--- config.mk ---
export PLATFORM = sky130hd
export DESIGN_NAME = video_input_select_config
export DESIGN_NICKNAME = d
export VERILOG_FILES = /design/src/design/vid_sel_pkg.sv /design/src/design/video_input_select_config.sv
export SDC_FILE = /design/constraint.sdc
export NUM_CORES = 1
export LEC_CHECK = 0
export ABC_CLOCK_PERIOD_IN_PS = 5430
export BUFFER_PORTS_ARGS = -buffer_cell sky130_fd_sc_hd__buf_2
export CORE_ASPECT_RATIO = 0.6
export CORE_MARGIN = 10
export CORE_UTILIZATION = 45
export DETAILED_ROUTE_END_ITERATION = 8
export PLACE_DENSITY = 0.71
export SLEW_MARGIN = 15
export SYNTH_ARGS = -nofsm -noshare
export SYNTH_HDL_FRONTEND = slang
export SYNTH_SLANG_ARGS = --single-unit
--- constraint.sdc ---
create_clock -name I_SYS_CLK -period 5.43 [get_ports I_SYS_CLK]
set_input_delay 0.2715 -clock I_SYS_CLK [delete_from_list [all_inputs] [get_ports I_SYS_CLK]]
set_output_delay 0.2715 -clock I_SYS_CLK [all_outputs]
set_load 0.005 [all_outputs]
--- src/design/vid_sel_pkg.sv ---
package vid_sel_pkg;
  // ****************************************
  // register map
  // ****************************************
  localparam logic [7:0] ADDR_INPUT_FORMAT = 8'h00;
  localparam logic [7:0] ADDR_PAGE_SELECT = 8'h0E;
  localparam logic [7:0] ADDR_CONTRAST = 8'h80;
  localparam logic [7:0] ADDR_DEINTERLACE = 8'h81;
  localparam int FMT_LSB = 0;
  localparam int FMT_MSB = 4;
  localparam int SUBMAP_LSB = 5;
  localparam int SUBMAP_MSB = 6;
  localparam int ENHANCE_BIT = 7;
  localparam int DEINT_BIT = 0;
  localparam logic [7:0] RESET_VALUE = 8'h00;
  localparam logic [1:0] SUBMAP_USER = 2'h0;
  localparam logic [1:0] SUBMAP_INTR = 2'h1;
  localparam logic [1:0] SUBMAP_USER2 = 2'h2;
  localparam logic [6:0] SLAVE_ADDR_BASE = 7'h20;
  localparam int SLAVE_ADDR_SEL_BIT = 0;
  // ****************************************
  // format codes
  // ****************************************
  localparam logic [4:0] FMT_COMPOSITE_LAST = 5'h07;
  localparam logic [4:0] FMT_YC_FIRST = 5'h08;
  localparam logic [4:0] FMT_COMP_1 = 5'h0C;
  localparam logic [4:0] FMT_COMP_2 = 5'h0D;
  localparam int VARIANT_INPUTS_SMALL = 4;

  typedef enum logic [1:0] {
    KIND_COMPOSITE,
    KIND_YC,
    KIND_COMP,
    KIND_NONE
  } video_kind_t;

  typedef struct packed {
    logic [3:0] luma_sel;
    logic [3:0] chroma_b_sel;
    logic [3:0] chroma_r_sel;
    video_kind_t kind;
    logic [7:0] channel_power;
  } route_t;

  typedef struct packed {
    logic [4:0] input_format;
    logic [1:0] sub_map_select;
    logic [7:0] page_raw;
    logic adaptive_contrast_enhance;
    logic deinterlacer;
    logic [7:0] rd_data;
    logic rd_valid;
    logic addr_hit;
    route_t route;
  } state_t;
endpackage

--- src/design/video_input_select_config.sv ---
`timescale 1ns/10ps
module video_input_select_config #(
  parameter int NUM_INPUTS = 8
) (
  // clock and reset
  input wire logic I_SYS_CLK,
  input wire logic I_RST,
  // strap and decoded serial bus access
  input wire logic I_ADDRESS_SELECT_PIN,
  input wire logic [6:0] I_SLAVE_ADDR,
  input wire logic I_WR_EN,
  input wire logic I_RD_EN,
  input wire logic [7:0] I_SUBADDR,
  input wire logic [7:0] I_WDATA,
  // read back
  output logic [7:0] O_RDATA,
  output logic O_RVALID,
  output logic O_ADDR_HIT,
  // decoder configuration
  output logic [3:0] O_LUMA_SEL,
  output logic [3:0] O_CHROMA_B_SEL,
  output logic [3:0] O_CHROMA_R_SEL,
  output logic [1:0] O_VIDEO_KIND,
  output logic [7:0] O_CHANNEL_POWER,
  output logic [1:0] O_SUB_MAP_SELECT,
  output logic O_ADAPTIVE_CONTRAST_ENHANCE,
  output logic O_DEINTERLACER
);
  // ****************************************
  // routing decode
  // ****************************************
  // one composite input; every other channel is powered down
  function automatic vid_sel_pkg::route_t composite_on(input logic [3:0] ch);
    vid_sel_pkg::route_t r;
    r = '0;
    r.kind = vid_sel_pkg::KIND_COMPOSITE;
    r.luma_sel = ch;
    r.channel_power = 8'h01 << ch;
    return r;
  endfunction

  // luma and chroma on two inputs; chroma travels on the blue-difference field
  function automatic vid_sel_pkg::route_t luma_chroma_on(input logic [3:0] y, c);
    vid_sel_pkg::route_t r;
    r = '0;
    r.kind = vid_sel_pkg::KIND_YC;
    r.luma_sel = y;
    r.chroma_b_sel = c;
    r.channel_power = (8'h01 << y) | (8'h01 << c);
    return r;
  endfunction

  // component on three inputs
  function automatic vid_sel_pkg::route_t component_on(input logic [3:0] y, pb, pr);
    vid_sel_pkg::route_t r;
    r = '0;
    r.kind = vid_sel_pkg::KIND_COMP;
    r.luma_sel = y;
    r.chroma_b_sel = pb;
    r.chroma_r_sel = pr;
    r.channel_power = (8'h01 << y) | (8'h01 << pb) | (8'h01 << pr);
    return r;
  endfunction

  // a table rather than arithmetic on the code, so each reserved hole stays visible
  function automatic vid_sel_pkg::route_t decode_route(input logic [4:0] code);
    vid_sel_pkg::route_t r;
    logic big;
    r = '0;
    r.kind = vid_sel_pkg::KIND_NONE;
    big = (NUM_INPUTS > vid_sel_pkg::VARIANT_INPUTS_SMALL);
    case (code)
      5'h00: begin
        r = composite_on(4'h0);
      end
      5'h01: begin
        r = composite_on(4'h1);
      end
      5'h02: begin
        r = composite_on(4'h2);
      end
      5'h03: begin
        r = composite_on(4'h3);
      end
      5'h04: begin
        if (big) begin
          r = composite_on(4'h4);
        end
      end
      5'h05: begin
        if (big) begin
          r = composite_on(4'h5);
        end
      end
      5'h06: begin
        if (big) begin
          r = composite_on(4'h6);
        end
      end
      5'h07: begin
        if (big) begin
          r = composite_on(4'h7);
        end
      end
      5'h08: begin
        r = luma_chroma_on(4'h0, 4'h1);
      end
      5'h09: begin
        r = luma_chroma_on(4'h2, 4'h3);
      end
      5'h0A: begin
        if (big) begin
          r = luma_chroma_on(4'h4, 4'h5);
        end
      end
      5'h0B: begin
        if (big) begin
          r = luma_chroma_on(4'h6, 4'h7);
        end
      end
      vid_sel_pkg::FMT_COMP_1: begin
        r = component_on(4'h0, 4'h1, 4'h2);
      end
      vid_sel_pkg::FMT_COMP_2: begin
        if (big) begin
          r = component_on(4'h3, 4'h4, 4'h5);
        end
      end
      default: begin
        r.kind = vid_sel_pkg::KIND_NONE;
      end
    endcase
    return r; // reserved codes: no routing, all channels down
  endfunction

  vid_sel_pkg::state_t state;
  vid_sel_pkg::state_t next_state;
  logic [6:0] own_addr;
  logic wr;
  logic rd;

  // ****************************************
  // next state
  // ****************************************
  always_comb begin
    next_state = state;
    // ****************************************
    // address match
    // ****************************************
    own_addr = vid_sel_pkg::SLAVE_ADDR_BASE;
    own_addr[vid_sel_pkg::SLAVE_ADDR_SEL_BIT] = I_ADDRESS_SELECT_PIN;
    next_state.addr_hit = (I_SLAVE_ADDR == own_addr);
    wr = I_WR_EN && next_state.addr_hit;
    rd = I_RD_EN && next_state.addr_hit && !I_WR_EN;
    next_state.rd_valid = rd;
    next_state.rd_data = 8'h00;
    // ****************************************
    // register writes
    // ****************************************
    if (wr) begin
      if (I_SUBADDR == vid_sel_pkg::ADDR_PAGE_SELECT) begin
        next_state.page_raw = I_WDATA;
        next_state.sub_map_select = I_WDATA[vid_sel_pkg::SUBMAP_MSB:vid_sel_pkg::SUBMAP_LSB];
      end else if (state.sub_map_select == vid_sel_pkg::SUBMAP_USER) begin
        if (I_SUBADDR == vid_sel_pkg::ADDR_INPUT_FORMAT) begin
          next_state.input_format = I_WDATA[vid_sel_pkg::FMT_MSB:vid_sel_pkg::FMT_LSB];
        end
      end else if (state.sub_map_select == vid_sel_pkg::SUBMAP_USER2) begin
        if (I_SUBADDR == vid_sel_pkg::ADDR_CONTRAST) begin
          next_state.adaptive_contrast_enhance = I_WDATA[vid_sel_pkg::ENHANCE_BIT];
        end else if (I_SUBADDR == vid_sel_pkg::ADDR_DEINTERLACE) begin
          next_state.deinterlacer = I_WDATA[vid_sel_pkg::DEINT_BIT];
        end
      end
    end
    // ****************************************
    // read back; the page register answers on every page
    // ****************************************
    if (rd) begin
      if (I_SUBADDR == vid_sel_pkg::ADDR_PAGE_SELECT) begin
        next_state.rd_data = state.page_raw;
      end else if (state.sub_map_select == vid_sel_pkg::SUBMAP_USER &&
                   I_SUBADDR == vid_sel_pkg::ADDR_INPUT_FORMAT) begin
        next_state.rd_data = {3'h0, state.input_format};
      end else if (state.sub_map_select == vid_sel_pkg::SUBMAP_USER2 &&
                   I_SUBADDR == vid_sel_pkg::ADDR_CONTRAST) begin
        next_state.rd_data = {state.adaptive_contrast_enhance, 7'h00};
      end else if (state.sub_map_select == vid_sel_pkg::SUBMAP_USER2 &&
                   I_SUBADDR == vid_sel_pkg::ADDR_DEINTERLACE) begin
        next_state.rd_data = {7'h00, state.deinterlacer};
      end
    end
    next_state.route = decode_route(next_state.input_format);
  end

  // ****************************************
  // state register
  // ****************************************
  always_ff @(posedge I_SYS_CLK or posedge I_RST) begin
    if (I_RST) begin
      state <= '0;
      // routing after reset matches the table entry for code zero
      state.route.kind <= vid_sel_pkg::KIND_COMPOSITE;
      state.route.channel_power <= 8'h01;
    end else begin
      state <= next_state;
    end
  end

  // ****************************************
  // outputs
  // ****************************************
  // all outputs are fields of the state flop, so each is registered
  assign O_RDATA = state.rd_data;
  assign O_RVALID = state.rd_valid;
  assign O_ADDR_HIT = state.addr_hit;
  assign O_LUMA_SEL = state.route.luma_sel;
  assign O_CHROMA_B_SEL = state.route.chroma_b_sel;
  assign O_CHROMA_R_SEL = state.route.chroma_r_sel;
  assign O_VIDEO_KIND = state.route.kind;
  assign O_CHANNEL_POWER = state.route.channel_power;
  assign O_SUB_MAP_SELECT = state.sub_map_select;
  assign O_ADAPTIVE_CONTRAST_ENHANCE = state.adaptive_contrast_enhance;
  assign O_DEINTERLACER = state.deinterlacer;
endmodule // video_input_select_config

==> run summary, run 1 <==
STATUS
--------------------------------------------------------------------------------
Status                                                              complete, no violations

CLOCK NETWORK
--------------------------------------------------------------------------------
CTS Root Buffer Type                                                    clkbuf_8
Clock-pin transition on the worst setup and hold timing paths              80 ps
Clock buffer depth                                                             2
CTS Buf Count                                                                  5
Post CTS Setup Buffer Count                                                    0
Count of clock tree sinks                                                     43
CTS hold repair buffers                                                        0
Skew-Pair Late Insertion Delay                                            290 ps
TritonCTS clock tree                                                       built
Count of instances resized after the clock tree is built                       0
Maximum level of the CTS H-tree                                                2

CRITICAL PATH
--------------------------------------------------------------------------------
Worst-case register-to-register setup slack                              2850 ps
Crit Reg-Reg Endpoint                                               O_CHANNEL_POWER[2]
Dominant delay contributor by cell family on the critical path      simple AND/OR/NAND/NOR gates
Worst-path maximum fanout                                                     11
Required time at the endpoint of the critical path                       5640 ps
Critical Path Sink Type                                                     flop
Start-to-end type of the worst setup path                                reg2reg
Depth of the worst register-to-register path                                   7
Cell with the largest stage delay on the worst path                      mux2i_2
Startpoint kind of the worst setup timing path                              flop
Buffers & Inverters on Critical Path                                           1
Worst Path Arrival                                                       2790 ps
Slowest cell delay on critical path                                       570 ps
List of cells traversed by the critical path                        nor3_1, nand3_2, nor2_8, mux2i_2, inv_2, a211o_1, a21oi_1
Start of the worst register-to-register path                        O_SUB_MAP_SELECT[0]

ROUTING
--------------------------------------------------------------------------------
Detailed Route WL                                                        4.65 mm
Count of antenna-violating nets left after detailed routing                    0
Remaining DRCs                                                                 0
1st-pass router iterations                                                     4
Via count of the routed design                                              1438
Average detailed-routed wire length per instance                         15.9 um
Avg Vias per Cell                                                           4.92
Detailed router's first-iteration violation count                             91

CELLS AND AREA
--------------------------------------------------------------------------------
Most frequent cells in the layout                                   60 x buf_2, 42 x dfrtp_1, 12 x nand2_1
Filler cell count in the final layout                                        414
Area growth from synthesis to layout                                       11.0%
Layout net count                                                             256
Fraction of final layout cells with drive strength greater than 1          40.6%
Commonest non-fill, non-tap cell in the layout                             buf_2
N_diodes                                                                       0
Final cell count without fillers                                             292

TIMING
--------------------------------------------------------------------------------
Shortest clock period the worst path allows after layout                 2580 ps
Relative slew slack                                                        47.1%
Count of pins over their slew limit                                            0
Post-route fraction of the period consumed by the critical path            47.5%
Post-layout worst setup margin                                           2850 ps
Aggregate negative setup slack                                              0 ps
Setup repair after global routing missed its margin                           no
Total count of hold-check failures in the final report                         0
Final-report setup violation count                                             0
Achievable Freq                                                        0.387 GHz
Clk_skew                                                                 7.80 ps
Measured slew at the worst slew-check pin                                 772 ps

PWR
--------------------------------------------------------------------------------
Reported net switching power                                          0.000124 W
Part of the total power dissipated in combinational logic                   5.2%
Design internal power                                                 0.000447 W
Worst IR Drop VDD                                                       0.100 mV
Power after layout                                                    0.000571 W
Power share of the clock group                                             38.8%
Register share of total power                                              56.1%
Power per Cell Area                                                   239 nW/um2
Sw Ratio                                                                   21.7%
Leakage component of the power                                           1.24 nW

LOGIC SYNTHESIS
--------------------------------------------------------------------------------
Yosys warns                                                                    0
Avg Synthesized Cell Area                                               11.2 um2
Share of flip-flops with an asynchronous set or reset                       100%
Synth Cell Area                                                         2150 um2
Library cells used by synthesis                                               44
Total of flip-flops plus latches after synthesis                              43
Number of synthesized flops with an enable pin                                 0
Part of the Yosys area used for sequential elements                        50.0%
Predominant post-synthesis flop cell                                     dfrtp_1
Cells after synthesis                                                        192

PLACED DESIGN
--------------------------------------------------------------------------------
IO Port Bufs                                                                  60
Post-DP HPWL                                                             3.54 mm
Gpl congestion                                                             0.823
Setup slack at placement                                                 2930 ps
Dpl cells                                                                    284

WORST HOLD PATH
--------------------------------------------------------------------------------
Min-delay worst type                                                    in2async

FLOORPLAN
--------------------------------------------------------------------------------
Number of core rows                                                           19
DIE AREA                                                                8050 um2
Width of the die                                                          109 um
Area of the core                                                        4590 um2
Vertical extent of the die                                               73.6 um
Initial standard-cell utilization of the core                              47.0%
Count of pins on the block boundary                                           64

GRT
--------------------------------------------------------------------------------
All-Layer GR Usage                                                         11.8%
Number of antenna violations at the first check in global routing              0
First-pass GRT wire length                                               7.59 mm
Largest net degree at the start of global routing                             44
Via count of the first global-routing pass                                  1495
Remaining global-route overflow                                                0

FLOW RUN
--------------------------------------------------------------------------------
Number of violations of the max-capacitance limit                              0

==> Yosys cell counts, types with 2 or more instances <==
library cell,n,area share [%]
inv_2,2,0.35
nor2b_1,7,2.0
mux2i_1,5,2.3
mux2i_2,2,1.3
nand3_1,9,2.1
nand2_1,12,2.1
nor4_4,2,2.0
nor3_1,5,1.2
nand3b_1,2,0.70
dfrtp_1,42,49
nor2_1,11,1.9
inv_1,4,0.70
mux2_2,11,5.7
xnor2_1,2,0.81
a22oi_1,5,1.7
buf_4,32,11
and2_1,2,0.58
a21oi_1,10,2.3
and3_1,2,0.58
==> area by class of cell <==
type	instances	area, um2	area share, %
well taps	63	78.8	3.29
inverters	7	40.0	1.67
flip-flops and latches	43	1080	45.0
repair buffers	61	308	12.9
multi-input cells	110	788	32.9
clock buffers	8	100	4.18
==> registers in the layout, summed over array words and instances (netlist names) <==
register / flops
O_ADAPTIVE_CONTRAST_ENHANCE: 1
O_ADDR_HIT: 1
O_CHANNEL_POWER: 8
O_CHROMA_B_SEL: 3
O_CHROMA_R_SEL: 2
O_DEINTERLACER: 1
O_LUMA_SEL: 3
O_RDATA: 8
O_RVALID: 1
O_SUB_MAP_SELECT: 1
O_VIDEO_KIND: 2
state: 12
==> layer usage <==
layer  vias to the layer above  GRT usage (%)  part of all wire [%]
met5                         -              0                     0
met4                         0           2.16                  0.24
li1                        697              -                     -
met2                        46           16.5                    39
met3                         2           5.76                    11
met1                       693           16.2                    49
==> through the flow <==
step / instance area [um2] / util (%) / hold slack [ps]
2_1_floorplan: 2160 / - / 421
5_1_grt: 2390 / 52.1 / 157
6_report: 2390 / 52.1 / 109
3_3_place_gp: 2290 / 50.0 / 440
4_1_cts: 2390 / 52.1 / 129
3_5_place_dp: 2290 / 50.0 / 441
==> power by group through the flow <==
stage / Clock [W] / Combinational, W / Sequential, W
floorplan: 0 / 0.0000130 / 0.000327
global placement: 0 / 0.0000297 / 0.000327
detailed placement: 0 / 0.0000299 / 0.000327
CTS: 0.000226 / 0.0000301 / 0.000320
global route: 0.000240 / 0.0000334 / 0.000320
finish: 0.000222 / 0.0000295 / 0.000320
==> logic make-up (layout without fill, tap and decap cells) <==
logic type | count (synthesis) | after routing | share of synthesized area [%]
AND/OR/NAND/NOR | 64 | 64 | 19.0
XOR/XNOR | 2 | 2 | 0.813
buffers and inverters | 41 | 76 | 13.8
AO/OA/AOI/OAI | 23 | 23 | 6.85
other | 1 | 3 | 0.174
multiplexers | 18 | 18 | 9.35
flip-flops | 43 | 43 | 50.0
==> how the worst max path moves through the flow <==
| stage | end | startpoint | slack (ps) | cells past startpoint |
|---|---|---|---|---|
| finish | O_CHANNEL_POWER[2] | O_SUB_MAP_SELECT[0] | 2850 | 7 |
| detailed placement | O_CHANNEL_POWER[0] | O_SUB_MAP_SELECT[0] | 2930 | 6 |
| CTS | O_CHANNEL_POWER[0] | O_SUB_MAP_SELECT[0] | 2910 | 6 |
| global placement | O_CHANNEL_POWER[2] | I_SUBADDR[7] | 2960 | 8 |
| global route | O_CHANNEL_POWER[0] | O_SUB_MAP_SELECT[0] | 2640 | 6 |
| floorplan | O_CHANNEL_POWER[2] | O_SUB_MAP_SELECT[0] | 3300 | 7 |
==> worst register-to-register path: cells and delay by family, from the launching register on <==
kind	cells	cell delay [ps]
and+or+nand+nor	3	830
muxes	1	570
AOI/OAI and AO/OA	2	450
DFF	1	420
buffers and inverters	1	230
Note: power is estimated with default switching activity, not from simulation.
==> run 2: changes to the inputs <==
ABC_CLOCK_PERIOD_IN_PS = 2150   (was 5430)
PLACE_DENSITY = 0.74   (was 0.71)
clock period = 2.15 ns   (was 5.43 ns; I/O delays follow)
==> run 2 against run 1 <==
Die area is the same. Power rose to 2.5 times the previous value. Combinational power grew to 2.6 times the previous value. Register-to-register slack lost 2700 ps. Clock skew shrank 3.3 ps. Routed wire length grew 1.1%. Via count grew 1.3%. Core utilization grew 1.9 points. Critical path depth unchanged.
==> run summary, run 2 (same netlist as run 1, synthesis figures left out) <==
STATUS
--------------------------------------------------------------------------------
Status                                                              complete, no violations

CRITICAL PATH
--------------------------------------------------------------------------------
Crit Reg-Reg Endpoint                                               O_CHANNEL_POWER[2]
Startpoint kind of the worst setup timing path                              flop
Slowest cell delay on critical path                                       420 ps   -150 ps
Critical Path Sink Type                                                     flop
Worst-path maximum fanout                                                     10   -1
Start of the worst register-to-register path                        O_SUB_MAP_SELECT[0]
Cell with the largest stage delay on the worst path                      dfrtp_1
Start-to-end type of the worst setup path                                reg2reg
Worst-case register-to-register setup slack                               180 ps   -2670 ps
List of cells traversed by the critical path                        nor3_2, nand3_2, nor2_8, mux2i_2, bufinv_8, a211o_1, a21oi_1
Depth of the worst register-to-register path                                   7   unchanged
Required time at the endpoint of the critical path                       2370 ps   -3270 ps
Worst Path Arrival                                                       2180 ps   -610 ps

TIMING
--------------------------------------------------------------------------------
Shortest clock period the worst path allows after layout                 1970 ps   -614 ps
Relative slew slack                                                        63.6%   +17 points
Total count of hold-check failures in the final report                         0   unchanged
Count of pins over their slew limit                                            0   unchanged
Tightest hold margin                                                     46.1 ps   -63.3 ps
Aggregate negative setup slack                                              0 ps   unchanged
Achievable Freq                                                        0.508 GHz   +31%
Setup repair after global routing missed its margin                           no
Final-report setup violation count                                             0   unchanged
Post-route fraction of the period consumed by the critical path            91.5%   +44 points
Clk_skew                                                                 4.50 ps   -3.30 ps
Measured slew at the worst slew-check pin                                 541 ps   -231 ps

GRT
--------------------------------------------------------------------------------
First-pass GRT wire length                                               7.54 mm   -0.65%
All-Layer GR Usage                                                         12.0%   +0.21 points
Via count of the first global-routing pass                                  1472   -1.5%
Number of antenna violations at the first check in global routing              0   unchanged
Remaining global-route overflow                                                0   unchanged
Largest net degree at the start of global routing                             44   unchanged

PWR
--------------------------------------------------------------------------------
Sw Ratio                                                                   21.5%   -0.23 points
Power per Cell Area                                                   582 nW/um2   +140%
Power after layout                                                     0.00144 W   +150%
Design internal power                                                  0.00113 W   +150%
Power share of the clock group                                             38.5%   -0.3 points
Leakage component of the power                                           1.29 nW   +4.0%
Worst IR Drop VDD                                                       0.295 mV   +200%
Reported net switching power                                          0.000310 W   +150%
Part of the total power dissipated in combinational logic                   5.4%   +0.2 points
Register share of total power                                              56.1%   about the same

CLOCK NETWORK
--------------------------------------------------------------------------------
Count of clock tree sinks                                                     43   unchanged
TritonCTS clock tree                                                       built
Post CTS Setup Buffer Count                                                    0   unchanged
CTS Root Buffer Type                                                    clkbuf_8
Maximum level of the CTS H-tree                                                2   unchanged
Skew-Pair Late Insertion Delay                                            290 ps   about the same
Clock-pin transition on the worst setup and hold timing paths              80 ps   about the same
Clock buffer depth                                                             2   unchanged
CTS Buf Count                                                                  5   unchanged

FLOW RUN
--------------------------------------------------------------------------------
Number of violations of the max-capacitance limit                              0   unchanged

CELLS AND AREA
--------------------------------------------------------------------------------
N_diodes                                                                       0   unchanged
Most frequent cells in the layout                                   60 x buf_2, 42 x dfrtp_1, 12 x nand2_1
Reg with most FFs                                                          state
Layout net count                                                             266   +3.9%
Area growth from synthesis to layout                                       15.0%
Number of flip-flops in the largest register                                  12   unchanged
Filler cell count in the final layout                                        427   +3.1%
Commonest non-fill, non-tap cell in the layout                             buf_2
Fraction of final layout cells with drive strength greater than 1          43.5%   +2.9 points
Final core utilization                                                     54.0%   +1.9 points
Final cell count without fillers                                             302   +3.4%

PLACED DESIGN
--------------------------------------------------------------------------------
Post-DP HPWL                                                             3.67 mm   +3.5%
Dpl cells                                                                    293   +3.2%
IO Port Bufs                                                                  60   unchanged
Gpl congestion                                                             0.824   about the same

ROUTING
--------------------------------------------------------------------------------
1st-pass router iterations                                                     4   unchanged
Detailed router's first-iteration violation count                             83   -8.8%
Avg Vias per Cell                                                           4.82   -2.1%
Detailed Route WL                                                        4.71 mm   +1.1%
Via count of the routed design                                              1456   +1.3%
Remaining DRCs                                                                 0   unchanged
Average detailed-routed wire length per instance                         15.6 um   -2.2%
Count of antenna-violating nets left after detailed routing                    0   unchanged

FLOORPLAN
--------------------------------------------------------------------------------
Count of pins on the block boundary                                           64   unchanged
Vertical extent of the die                                               73.6 um   unchanged
DIE AREA                                                                8050 um2   unchanged
Area of the core                                                        4590 um2   unchanged
Number of core rows                                                           19   unchanged
Initial standard-cell utilization of the core                              47.0%   unchanged
Width of the die                                                          109 um   unchanged

WORST HOLD PATH
--------------------------------------------------------------------------------
Critical hold path startpoint                                         I_WDATA[6]
Endpoint of the worst hold-timing path                                 state[40]
Min-delay worst type                                                      in2reg
Number of stages on the worst hold path                                        2

## run 2: cell count changes in the layout (fill, tap and decap cells not counted)
cell           delta
buf_4             +9
nor3_1            -1
mux2i_2           +1
nor3_2            +1
mux2i_1           -1
dlygate4sd3_1     +1
## run 2: timing repair
item / 4_1_cts / 5_1_grt
hold buffers: 1 / 0
resized for setup: 1 / 1
endpoints found under the setup margin: 2 / 14
hold endpoints to repair: 42 / 0
pin swaps: 0 / 1
## run 2: per-layer routing
| metal | GRT usage [%] | share of wire (%) | vias up |
|---|---|---|---|
| li1 | - | - | 719 |
| met5 | 0 | 0 | - |
| met2 | 16.7 | 40 | 51 |
| met4 | 3.02 | 0.53 | 0 |
| met1 | 16.8 | 50 | 683 |
| met3 | 4.98 | 9.2 | 3 |
## run 2: worst max-delay path, delay by kind of cell (launching register included)
family,cells,cell delay (ps)
multiplexers,1,250
AND/OR/NAND/NOR,3,620
AO/OA/AOI/OAI,2,370
buffers and inverters,1,230
flip-flops,1,420
## run 2: cell type report
type | instances | area (um2) | share of cell area (%)
clock buffer | 8 | 100 | 4.04
timing repair buffer | 71 | 385 | 15.5
multi-input combinational | 110 | 797 | 32.2
inverter | 7 | 40.0 | 1.62
sequential | 43 | 1080 | 43.5
tap | 63 | 78.8 | 3.18
## run 2: power by group through the flow
stage,Clock [W],Sequential (W),Combinational (W)
floorplan,0,0.000825,0.0000327
global placement,0,0.000825,0.0000751
detailed placement,0,0.000825,0.0000770
CTS,0.000572,0.000809,0.0000788
global route,0.000617,0.000809,0.0000875
finish,0.000555,0.000809,0.0000778
## run 2: worst max path at each step
stage | cells after the start | slack [ps] | to | from
finish | 7 | 180 | O_CHANNEL_POWER[2] | O_SUB_MAP_SELECT[0]
CTS | 7 | 50 | O_CHANNEL_POWER[2] | O_SUB_MAP_SELECT[0]
detailed placement | 7 | 20 | O_LUMA_SEL[2] | O_SUB_MAP_SELECT[0]
global route | 7 | 30 | O_CHANNEL_POWER[2] | O_SUB_MAP_SELECT[0]
global placement | 7 | 140 | O_CHANNEL_POWER[3] | O_SUB_MAP_SELECT[0]
floorplan | 7 | 20 | O_CHANNEL_POWER[2] | O_SUB_MAP_SELECT[0]
## run 2: through the flow
step           area [um2]  setup slack (ps)
2_1_floorplan        2160              20.0
4_1_cts              2470              45.2
3_3_place_gp         2360               138
3_5_place_dp         2360              24.3
6_report             2480               183
5_1_grt              2480              25.1
